$ cat config.mk
export PLATFORM = sky130hd
export DESIGN_NAME = wdog_config_guard
export DESIGN_NICKNAME = d
export VERILOG_FILES = /design/src/include/wdog_pkg.sv /design/src/hdl/wdog_config_guard.sv /design/src/hdl/wdog_counter.sv
export SDC_FILE = /design/constraint.sdc
export NUM_CORES = 1
export LEC_CHECK = 0
export BUFFER_PORTS_ARGS = -buffer_cell sky130_fd_sc_hd__buf_2
export CAP_MARGIN = 40
export CELL_PAD_IN_SITES_DETAIL_PLACEMENT = 1
export CELL_PAD_IN_SITES_GLOBAL_PLACEMENT = 2
export CORE_ASPECT_RATIO = 1.75
export CORE_MARGIN = 8
export CORE_UTILIZATION = 36
export CTS_CLUSTER_DIAMETER = 30
export DETAILED_ROUTE_END_ITERATION = 8
export PLACE_DENSITY = 0.95
export SLEW_MARGIN = 20
export SYNTH_ARGS = -nofsm -noshare
export SYNTH_HDL_FRONTEND = slang
export SYNTH_SLANG_ARGS = --single-unit
$ cat constraint.sdc
create_clock -name clock_in -period 5.15 [get_ports clock_in]
set_input_delay 0.2575 -clock clock_in [delete_from_list [all_inputs] [get_ports clock_in]]
set_output_delay 0.2575 -clock clock_in [all_outputs]
set_load 0.02 [all_outputs]
$ cat src/include/wdog_pkg.sv
// constants, field layouts and state records for the watchdog config guard
// assumes one 40 MHz system clock and a synchronous active-high reset
package wdog_pkg;

   // register port widths and the single mapped address
   localparam int          ADDR_W       = 8;
   localparam int          DATA_W       = 8;
   localparam logic [7:0]  CTRL_ADDR    = 8'h00;
   localparam logic [7:0]  READ_IDLE    = 8'h00;

   // timed unlock window length in system clock cycles
   localparam logic [2:0]  UNLOCK_CYCLES = 3'h4;
   localparam logic [2:0]  WINDOW_SHUT   = 3'h0;

   // watchdog counter sizing, in watchdog oscillator cycles
   localparam int          CNT_W        = 22;
   localparam int          PRESCALE_W   = 3;
   localparam int          BASE_TICKS   = 16384;
   localparam logic [2:0]  PRESCALE_RESET = 3'h0;

   // safety level codes
   localparam logic [1:0]  LEVEL0       = 2'h0;
   localparam logic [1:0]  LEVEL1       = 2'h1;
   localparam logic [1:0]  LEVEL2       = 2'h2;

   // control byte layout, msb first
   typedef struct packed {
      logic [2:0]            reserved;
      logic                  change_en;
      logic                  enable;
      logic [PRESCALE_W-1:0] prescale;
   } ctrl_byte_s;

   // state of the protection logic
   typedef struct packed {
      logic                  fuse_legacy;
      logic                  fuse_always_on;
      logic                  en;
      logic                  running;
      logic [PRESCALE_W-1:0] prescale;
      logic [2:0]            window;
      logic [DATA_W-1:0]     rd_data;
   } guard_state_s;

   // state of the time-out counter
   typedef struct packed {
      logic [CNT_W-1:0]      count;
      logic                  expire;
   } counter_state_s;

endpackage

$ cat src/hdl/wdog_config_guard.sv
// watchdog configuration guard: control register, safety levels, timed
// unlock window and the time-out counter that resets the chip
// assumes fuse levels are stable while rst_in is high and that the
// oscillator tick and kick inputs are synchronous one-cycle pulses
//
// Added by the designer: the strobed register port and the address map.

//////////////////////////////////////////////////////////////////////////
module wdog_config_guard #(
   parameter logic [21:0] BASE_TICKS = 22'h004000  // shortest period ticks
) (
   input  wire logic                           clock_in,   // 40 MHz clock
   input  wire logic                           rst_in,     // sync reset
   input  wire logic                           legacy_compat_fuse_in, // set
   input  wire logic                           wdog_always_on_fuse_in, // set
   input  wire logic [wdog_pkg::ADDR_W-1:0]    addr_in,    // reg address
   input  wire logic [wdog_pkg::DATA_W-1:0]    wr_data_in, // write data
   input  wire logic                           wr_en_in,   // write strobe
   input  wire logic                           rd_en_in,   // read strobe
   input  wire logic                           wdog_kick_in, // reset count
   input  wire logic                           osc_tick_in,  // osc tick
   output logic [wdog_pkg::DATA_W-1:0]         rd_data_out,  // read data
   output logic                                wdog_running_out, // active
   output logic                                chip_reset_out    // timeout
);
   import wdog_pkg::*;

   guard_state_s st_reg;
   guard_state_s st_next;
   ctrl_byte_s   wr;
   ctrl_byte_s   rd_view;
   logic [1:0]   level;
   logic         hit_wr;
   logic         hit_rd;
   logic         window_open;
   logic         unlock;
   logic         counter_clear;

   ////////////////////////////////////////////////////////////////////////
   // decode of the fuses held since reset into a safety level
   function automatic logic [1:0] level_of(input logic legacy,
                                           input logic always_on);
      logic [1:0] lv;
      lv = LEVEL1;
      if (always_on) begin
         lv = LEVEL2;
      end else if (legacy) begin
         lv = LEVEL0;
      end
      return lv;
   endfunction

   // the always-on fuse outranks the legacy fuse
   assign level = level_of(st_reg.fuse_legacy,
                           st_reg.fuse_always_on);

   // register port decode
   assign wr          = ctrl_byte_s'(wr_data_in);
   assign hit_wr      = wr_en_in && (addr_in == CTRL_ADDR);
   assign hit_rd      = rd_en_in && (addr_in == CTRL_ADDR);
   assign window_open = (st_reg.window != WINDOW_SHUT);
   assign unlock      = hit_wr && wr.change_en && wr.enable;

   // read view: reserved bits zero, enable forced at level two
   always_comb begin
      rd_view           = '0;
      rd_view.change_en = window_open;
      rd_view.enable    = st_reg.en || (level == LEVEL2);
      rd_view.prescale  = st_reg.prescale;
   end

   ////////////////////////////////////////////////////////////////////////
   // next state; fuses are sampled only while reset is held, so a
   // fuse that moves later cannot loosen protection at run time
   always_comb begin
      st_next         = st_reg;
      st_next.rd_data = READ_IDLE;
      if (rst_in) begin
         st_next                = '0;
         st_next.prescale       = PRESCALE_RESET;
         st_next.fuse_legacy    = legacy_compat_fuse_in;
         st_next.fuse_always_on = wdog_always_on_fuse_in;
      end else begin
         // window ticks down every cycle and shuts by itself
         if (window_open) begin
            st_next.window = st_reg.window - 3'h1;
         end
         if (hit_wr) begin
            // a fresh unlock re-arms the full window
            if (unlock) begin
               st_next.window = UNLOCK_CYCLES;
            end
            // enabling is never restricted
            if (wr.enable) begin
               st_next.en = 1'b1;
            end else if (window_open && (level != LEVEL2)) begin
               st_next.en = 1'b0;
            end
            // else the disable is dropped silently
            // written enable is irrelevant at level two
            if (level == LEVEL0) begin
               st_next.prescale = wr.prescale;
            end else if (window_open && !wr.change_en) begin
               st_next.prescale = wr.prescale;
            end
            // above level zero, outside the window prescale is kept
         end
         if (hit_rd) begin
            st_next.rd_data = DATA_W'(rd_view);
         end
      end
      // level of the fuses just latched, read back inside this process so
      // no separate net loops from st_next into itself
      st_next.running = st_next.en ||
                        (level_of(st_next.fuse_legacy,
                                  st_next.fuse_always_on) == LEVEL2);
   end

   always_ff @(posedge clock_in) begin
      st_reg <= st_next;
   end

   assign rd_data_out      = st_reg.rd_data;
   assign wdog_running_out = st_reg.running;

   ////////////////////////////////////////////////////////////////////////
   // counter restarts on a kick and whenever the watchdog is off
   assign counter_clear = wdog_kick_in || !st_reg.running;

   wdog_counter #(
      .BASE        (BASE_TICKS)
   ) u_counter (
      .clock_in    (clock_in),
      .rst_in      (rst_in),
      .clear_in    (counter_clear),
      .tick_in     (osc_tick_in),
      .prescale_in (st_reg.prescale),
      .expire_out  (chip_reset_out)
   );
endmodule

$ cat src/hdl/wdog_counter.sv
// time-out counter: counts watchdog oscillator ticks up to the selected
// period and pulses expire; assumes ticks are synchronous one-cycle pulses
module wdog_counter #(
   parameter logic [21:0] BASE = 22'h004000    // ticks for the shortest period
) (
   input  wire logic                  clock_in,     // system clock
   input  wire logic                  rst_in,       // sync reset, high
   input  wire logic                  clear_in,     // restart the count
   input  wire logic                  tick_in,      // oscillator tick pulse
   input  wire logic [2:0]            prescale_in,  // period select
   output logic                       expire_out    // one-cycle time-out
);
   import wdog_pkg::*;

   counter_state_s   st_reg;
   counter_state_s   st_next;
   logic [CNT_W-1:0] last_tick;

   // period doubles with each prescale step
   assign last_tick = (BASE << prescale_in) - 22'h000001;

   ////////////////////////////////////////////////////////////////////////
   // next state: clear wins over counting so a kick never loses a race
   always_comb begin
      st_next        = st_reg;
      st_next.expire = 1'b0;
      if (rst_in) begin
         st_next = '0;
      end else if (clear_in) begin
         st_next.count = '0;
      end else if (tick_in) begin
         if (st_reg.count >= last_tick) begin
            st_next.count  = '0;
            st_next.expire = 1'b1;
         end else begin
            st_next.count = st_reg.count + 22'h000001;
         end
      end
   end

   always_ff @(posedge clock_in) begin
      st_reg <= st_next;
   end

   assign expire_out = st_reg.expire;
endmodule

==> impl_metrics.tcl, run 1 <==
set metrics [dict create \
    status "complete, no violations" \
    avgRoutedWirePerCell_um 14.08 \
    arrival_ns 2.53 \
    rr_startpoint "rd_view[2]" \
    dieArea_um2 8059 \
    ios 34 \
    synthAdderAreaFrac_pct 7.124 \
    cts_resized 0 \
    yosys-top-cells-count "dfxtp_1, nor2_1, nand2_1" \
    die_h_um 112.9 \
    vias 1568 \
    synth_mux_area_share_pct 3.174 \
    cts_buffer_depth 2 \
    nets 277 \
    drt_iter0_drc 25 \
    yosysMostFrequentCell "dfxtp_1" \
    cts_sinks 38 \
    r2r_slack_ns 2.78 \
    synth_area_per_cell_um2 8.821 \
    synth_compound_area_share_pct 6.736 \
    powerDensity_nw_per_um2 282.7 \
    antenna_cells 0 \
    tritoncts "yes" \
    cts-root-buf "clkbuf_8" \
    synth_seq_area_share_pct 39.90 \
    cts_setup_buffers 0 \
    rows 35 \
    timing.setup.tns_ns 0 \
    grt_usage_pct 11.14 \
    synth_xor_area_share_pct 9.067 \
    synthDistinctLibCells 40 \
    met1_length_um 1490 \
    synth_top_flop_cell "dfxtp_1" \
    dp_cells 290 \
    critPathKind "reg -> reg" \
    drive_gt1_share_pct 18.52 \
    cp_max_fo 15 \
    grt_max_degree 16 \
    antenna_left 0 \
    clock_latency_ns 0.29 \
    fillers 628 \
    synth_edf_count 1 \
    setup_viol 0 \
    rsz0062_at_grt "false" \
    endpoint_kind "register" \
    period_needed_ns 2.375 \
    finalClockSkew_ns 0.005611 \
    die_w_um 71.38 \
    dp_hpwl_um 3355 \
    cts-htree-levels 2 \
    ir_drop_v 0.00009562 \
    synthArstFlopShare_pct 0 \
    drt-total-wl_um 4195 \
    synthSimpleGateAreaFrac_pct 27.85 \
    fin_crit_sh_pct 46.11 \
    antenna_found_initial 0 \
    synth_top_area_cell "dfxtp_1" \
    grt_pass1_wl_um 7196 \
    worst_pin_slew_ns 0.6584 \
    cts_made_buffers 5 \
    maxClockFrequency_ghz 0.4211 \
    avgViaCountPerCell 5.262 \
    critPathLaunchType "register" \
    cp.required_ns 5.30 \
    grt_pass1_vias 1598 \
    ys_ff_latch 38 \
    relSlewSlack_pct 56.08 \
    maxUsedRoutingLayer "met4" \
    hold_violations 0 \
    fin_cells 298 \
    gp_congestion 0.7485 \
    synthCells 219 \
    path_clk_slew_ns 0.08 \
    r2r_end "u_counter.st_reg[18]" \
    coreArea_um2 5211 \
    dr_wl_met2_um 2365 \
    area_growth_pct 11.46 \
    p_leak_nw 0.8547 \
    synth_top_area_share_pct 38.34 \
    cts.hold.buffers_added 0 \
    dr.pass1.iters 3 \
    hold_depth 1 \
    holdCritStartpoint "legacy_compat_fuse_in" \
    drv_cap 0 \
    hp-class "in -> reg" \
    syn_area_um2 1932 \
    drv_slew 0 \
    drc 0 \
    reg2reg_depth 7 \
    wl_met3_um 256 \
    initial_core_util_pct 37.07 \
    portBuffers 27 \
    yosysWarnings 0 \
    synth.area.top_cells "dfxtp_1, ha_1, nor2_1, xnor2_1, xor2_1" \
    synth_top_family_by_area "simple AND/OR/NAND/NOR gates" \
    largest_register_ffs 22 \
    gr-total-overflow 0 \
]
[cell usage in the layout, fill, tap and decap left out, types with 2 or more instances in the layout]
master / n
nor4_2: 3
nand3_2: 2
nor4_1: 2
nor2b_1: 2
and2_1: 5
conb_1: 4
nor3_1: 5
or2_1: 2
o22ai_1: 3
nor2_1: 34
a21oi_1: 9
clkbuf_8: 6
xor2_1: 10
nand4_1: 6
nand2_1: 16
buf_2: 27
o21a_1: 2
ha_1: 11
xnor2_1: 10
inv_1: 7
nand3_1: 9
and3_1: 5
dfxtp_1: 37
mux2i_1: 5
o21ai_0: 5
[final cells by class]
| class | count | area, µm² | area share [%] |
|---|---|---|---|
| flip-flops and latches | 38 | 770.7 | 35.79 |
| clock buffers | 6 | 82.58 | 3.835 |
| multi-input cells | 163 | 1057 | 49.10 |
| repair buffers | 27 | 135.1 | 6.275 |
| well taps | 55 | 68.82 | 3.196 |
| clock inverters | 2 | 12.51 | 0.5811 |
| inverters | 7 | 26.28 | 1.220 |
[report_power, final]
group          internal (mW)  switching, mW
Sequential             0.307        0.00710
Combinational         0.0365         0.0419
Clock                  0.108          0.108
[critical path, stage by stage, from the launching register on]
cell	delay (ns)
dfxtp_1	0.47
nand3_1	0.15
ha_1	0.31
nand3_2	0.10
nor4_2	0.41
inv_1	0.12
o21bai_2	0.56
nor2_1	0.11
[per-layer routing]
metal,vias to the layer above,track usage [%]
met5,-,0
li1,780,-
met3,7,3.100
met1,750,9.676
met2,31,21.70
met4,0,6.014
[worst max-delay path by stage]
stage | start | to | slack [ns]
after floorplan | rd_view[2] | u_counter.st_reg[10] | 3.09
after global placement | rd_view[2] | u_counter.st_reg[16] | 2.78
after detailed placement | rd_view[2] | u_counter.st_reg[1] | 2.70
after CTS | rd_view[2] | u_counter.st_reg[18] | 2.70
after global routing | rd_view[2] | u_counter.st_reg[19] | 2.47
final | rd_view[2] | u_counter.st_reg[18] | 2.78
[through the flow]
stage                     hold WS, ns  setup WS (ns)  cell area, µm²  utilization, %  power, mW
after CTS                      0.1333          2.696            2153           41.32     0.6207
after global placement         0.4367          2.780            2058           39.50     0.3994
after global routing           0.1418          2.470            2153           41.32     0.6390
final                          0.1420          2.775            2153           41.32     0.6087
after floorplan                0.3564          3.092            1939               -     0.3811
after detailed placement       0.4405          2.702            2058           39.50     0.4015
[logic make-up (layout without fill, tap and decap cells)]
kind of cell             count (synthesis)  in the layout
XOR/XNOR                                20             20
AND/OR/NAND/NOR                        100            100
flip-flops                              38             38
AO/OA/AOI/OAI                           22             22
other                                    2              4
multiplexers                             6              6
adder cells (fa/ha/maj)                 11             11
buffers and inverters                   20             42
No activity file was read; power rests on OpenSTA's default activity.
==> run 2, diff against run 1 <==
--- a/config.mk
+++ b/config.mk
@@ -11,10 +11,10 @@
 export CELL_PAD_IN_SITES_GLOBAL_PLACEMENT = 2
 export CORE_ASPECT_RATIO = 1.75
 export CORE_MARGIN = 8
-export CORE_UTILIZATION = 36
+export CORE_UTILIZATION = 33
 export CTS_CLUSTER_DIAMETER = 30
 export DETAILED_ROUTE_END_ITERATION = 8
-export PLACE_DENSITY = 0.95
+export PLACE_DENSITY = 0.89
 export SLEW_MARGIN = 20
 export SYNTH_ARGS = -nofsm -noshare
 export SYNTH_HDL_FRONTEND = slang
==> constraint.sdc (replaced) <==
create_clock -name clock_in -period 2.2 [get_ports clock_in]
set_input_delay 0.11 -clock clock_in [delete_from_list [all_inputs] [get_ports clock_in]]
set_output_delay 0.11 -clock clock_in [all_outputs]
set_load 0.02 [all_outputs]
==> impl_metrics.tcl, run 2 (synthesized netlist as in run 1, its figures left out) <==
set metrics [dict create \
    status "complete, no violations" \
    rsz0062_at_grt "false" \
    reg2reg_depth 8 \
    maxClockFrequency_ghz 0.4959 \
    hold_violations 0 \
    cts_made_buffers 5 \
    largest_register_ffs 22 \
    rr_startpoint "rd_view[0]" \
    hp-class "in -> reg" \
    dr_wl_met2_um 2574 \
    dpl_cell_area_um2 2130 \
    maxUsedRoutingLayer "met4" \
    p_leak_nw 0.8848 \
    drc 0 \
    drv_slew 0 \
    antenna_left 0 \
    endpoint_kind "register" \
    cts-root-buf "clkbuf_8" \
    nets 282 \
    tritoncts "yes" \
    drive_gt1_share_pct 20.56 \
    arrival_ns 2.21 \
    powerDensity_nw_per_um2 654.6 \
    final_area_um2 2237 \
    vias 1555 \
    crit_path_start "rd_view[0]" \
    cts-htree-levels 2 \
    ir_drop_v 0.0003405 \
    fin_crit_sh_pct 91.67 \
    dr.pass1.iters 3 \
    final_cell_mix "dfxtp_1, nor2_1, buf_2" \
    grt_max_degree 16 \
    wl_met3_um 224 \
    drt_iter0_drc 34 \
    cp_max_fo 15 \
    grt_pass1_vias 1718 \
    cts_buffer_depth 2 \
    die_h_um 117.2 \
    cts_sinks 38 \
    holdCritStartpoint "wr_data_in[1]" \
    ios 34 \
    coreArea_um2 5787 \
    avgViaCountPerCell 4.770 \
    hold_depth 3 \
    rows 37 \
    critPathKind "reg -> reg" \
    path_clk_slew_ns 0.08 \
    area_growth_pct 15.80 \
    portBuffers 27 \
    drv_cap 0 \
    grt_usage_pct 11.94 \
    dp_hpwl_um 3638 \
    timing.setup.tns_ns 0 \
    met1_length_um 1601 \
    final_common_cell "dfxtp_1" \
    fin_util_pct 38.66 \
    avgRoutedWirePerCell_um 13.78 \
    die_w_um 73.84 \
    worst_path_largest_cell_delay_ns 0.43 \
    cts_setup_buffers 0 \
    grt_pass1_wl_um 7893 \
    finalClockSkew_ns 0.003732 \
    path_cells "nand3_1, ha_1, nand3_2, nor4_2, inv_1, o21bai_2, buf_12, nor2_1" \
    crit_path_top_delay_cell "dfxtp_1" \
    critPathLaunchType "register" \
    antenna_cells 0 \
    setup_viol 0 \
    antenna_found_initial 0 \
    initial_core_util_pct 33.38 \
    clock_latency_ns 0.29 \
    gr-total-overflow 0 \
    period_needed_ns 2.017 \
    dieArea_um2 8655 \
    gp_congestion 0.7526 \
    drt-total-wl_um 4493 \
    cp.required_ns 2.39 \
]
-- run 2: cell types whose count changed in the layout (fill, tap and decap cells not counted) --
cell           delta
dlygate4sd3_1     +1
dfxtp_2           +2
buf_4             +3
dfxtp_1           -2
buf_12            +1
-- run 2: through the flow --
step           setup WS, ns  cells  power [mW]  hold WS (ns)
6_report             0.1833    326       1.465       0.05287
5_1_grt             0.01742    326       1.566       0.05340
4_1_cts             0.09299    326       1.493       0.05251
3_5_place_dp         0.1154    317      0.9730        0.2954
3_3_place_gp         0.1628    317      0.9670        0.2948
2_1_floorplan        0.1425    221      0.8922        0.2089
-- run 2: path summary, 6_finish.rpt --
path                          end  slack [ns]
max          u_counter.st_reg[20]        0.18
min                    rd_view[1]        0.05
max reg2reg  u_counter.st_reg[20]        0.18
min reg2reg        rd_data_out[3]        0.47
-- run 2: critical path: cells and delay by family, from the launching register on --
kind | cells | cell delay, ns
flops | 1 | 0.43
simple gates | 4 | 0.69
compound gates | 1 | 0.20
fa+ha+maj | 1 | 0.30
buf+inv | 2 | 0.29
-- run 2: layer usage --
| metal | GRT usage [%] | vias to the layer above |
|---|---|---|
| li1 | - | 787 |
| met1 | 10.53 | 735 |
| met2 | 23.60 | 27 |
| met3 | 3.157 | 6 |
| met4 | 5.638 | 0 |
| met5 | 0 | - |
-- run 2: timing repair --
| action | in CTS | in global routing |
|---|---|---|
| endpoints found under the hold margin | 1 | 0 |
| hold buffers | 1 | 0 |
| resized for setup | 0 | 2 |
| endpoints found under the setup margin | 0 | 15 |
-- run 2: final cells by class --
type                            instances  area [µm²]
Inverter                                7       26.28
Clock inverter                          2       12.51
Fill cell                             701        3550
Tap cell                               78       97.59
Clock buffer                            6       82.58
Timing Repair Buffer                   32       187.7
Sequential cell                        38       773.2
Multi-Input combinational cell        163        1057
-- run 2: where the power goes --
group	switching [mW]	internal (mW)
logic	0.110	0.108
clock network	0.258	0.252
registers	0.0179	0.719
==> run 3, diff against run 2 <==
--- a/config.mk
+++ b/config.mk
@@ -14,6 +14,7 @@
 export CORE_UTILIZATION = 33
 export CTS_CLUSTER_DIAMETER = 30
 export DETAILED_ROUTE_END_ITERATION = 8
+export MAX_ROUTING_LAYER = met4
 export PLACE_DENSITY = 0.89
 export SLEW_MARGIN = 20
 export SYNTH_ARGS = -nofsm -noshare
==> impl_metrics.tcl, run 3 (synthesized netlist as in run 1, its figures left out) <==
set metrics [dict create \
    hold_violations 0 \
    grt_pass1_vias 1724 \
    cts-htree-levels 2 \
    drv_slew 0 \
    hp-class "in -> reg" \
    portBuffers 27 \
    r2r_end "u_counter.st_reg[6]" \
    dp_hpwl_um 3638 \
    crit_path_start "rd_view[0]" \
    drive_gt1_share_pct 20.56 \
    drt_iter0_drc 39 \
    final_area_um2 2237 \
    initial_core_util_pct 33.38 \
    largest_register_ffs 22 \
    hold_depth 3 \
    nets 282 \
    powerDensity_nw_per_um2 653.7 \
    setup_viol 0 \
    grt_pass1_wl_um 7879 \
    final_cell_mix "dfxtp_1, nor2_1, buf_2" \
    antenna_left 0 \
    vias 1557 \
    tritoncts "yes" \
    antenna_found_initial 0 \
    rows 37 \
    gp_congestion 0.7623 \
    finalClockSkew_ns 0.003036 \
    final_common_cell "dfxtp_1" \
    crit_end "u_counter.st_reg[6]" \
    antenna_cells 0 \
    reg2reg_depth 8 \
    drc 0 \
    arrival_ns 2.18 \
    dieArea_um2 8655 \
    rr_startpoint "rd_view[0]" \
    cp_max_fo 15 \
    maxClockFrequency_ghz 0.5012 \
    drv_cap 0 \
    avgRoutedWirePerCell_um 13.79 \
    drt-total-wl_um 4495 \
    critPathKind "reg -> reg" \
    coreArea_um2 5787 \
    r2r_slack_ns 0.20 \
    cp.required_ns 2.39 \
    avgViaCountPerCell 4.776 \
    endpoint_kind "register" \
    ir_drop_v 0.0003379 \
    fin_crit_sh_pct 90.69 \
    cts_setup_buffers 0 \
    cts_sinks 38 \
    gr-total-overflow 0 \
    cts_made_buffers 5 \
    ios 34 \
    cts_buffer_depth 2 \
    die_h_um 117.2 \
    timing.hold.ws_ns 0.05382 \
    timing.setup.tns_ns 0 \
    area_growth_pct 15.80 \
    dr.pass1.iters 3 \
    clock_latency_ns 0.29 \
    period_needed_ns 1.995 \
    grt_usage_pct 12.25 \
    rsz0062_at_grt "false" \
    p_leak_nw 0.8848 \
    status "complete, no violations" \
    fillers 701 \
    dpl_cell_area_um2 2130 \
    cts-root-buf "clkbuf_8" \
    critPathLaunchType "register" \
    path_clk_slew_ns 0.08 \
    die_w_um 73.84 \
    grt_max_degree 16 \
]
## run 3: cell counts in the layout (fill, tap and decap cells not counted)
Identical to the previous run, type by type.
## run 3: cell type report
| class | instances | area (µm²) | share of cell area (%) |
|---|---|---|---|
| timing repair buffer | 32 | 187.7 | 8.389 |
| clock buffer | 6 | 82.58 | 3.691 |
| clock inverter | 2 | 12.51 | 0.5593 |
| inverter | 7 | 26.28 | 1.174 |
| multi-input combinational | 163 | 1057 | 47.26 |
| tap | 78 | 97.59 | 4.362 |
| sequential | 38 | 773.2 | 34.56 |
## run 3: layer usage
metal	vias up	wire (µm)	GRT usage [%]
li1	788	-	-
met1	736	1595	10.48
met2	27	2581	23.60
met3	6	225	3.157
met4	0	93	5.638
met5	-	0	-
## run 3: worst min path at each step
stage                                      start         end  slack [ns]
after global routing      wdog_always_on_fuse_in  st_reg[16]        0.05
after floorplan            legacy_compat_fuse_in    register        0.21
final                              wr_data_in[1]  rd_view[1]        0.05
after CTS                          wr_data_in[1]  rd_view[1]        0.05
after detailed placement   legacy_compat_fuse_in    register        0.30
after global placement     legacy_compat_fuse_in    register        0.29
## run 3: per-stage QoR
step                      cells  total power [mW]  utilization, %  setup WS, ns
final                       326             1.462           38.66        0.2049
after CTS                   326             1.493           38.62       0.09299
after global placement      317            0.9670           36.80        0.1628
after global routing        326             1.566           38.66       0.01750
after detailed placement    317            0.9730           36.80        0.1154
after floorplan             221            0.8922               -        0.1425
## run 3: what timing repair did
action / CTS / global route
hold endpoints to repair: 1 / 0
hold buffers: 1 / 0
setup endpoints to repair: 0 / 15
resized for setup: 0 / 2
## run 3: where the power goes
group / internal (mW) / leakage, nW / switching [mW] / total (mW)
Combinational: 0.108 / 0.527 / 0.110 / 0.217
Sequential: 0.719 / 0.310 / 0.0179 / 0.737
Clock: 0.252 / 0.0472 / 0.256 / 0.508
Total: 1.08 / 0.885 / 0.384 / 1.46
## run 3: worst max-delay path, stage by stage (launching register included)
cell and delay (ns):
dfxtp_1 0.42, nand3_1 0.10, ha_1 0.30, nand3_2 0.10
nor4_2 0.41, inv_1 0.12, o21bai_2 0.20, buf_12 0.16
nor2_1 0.06
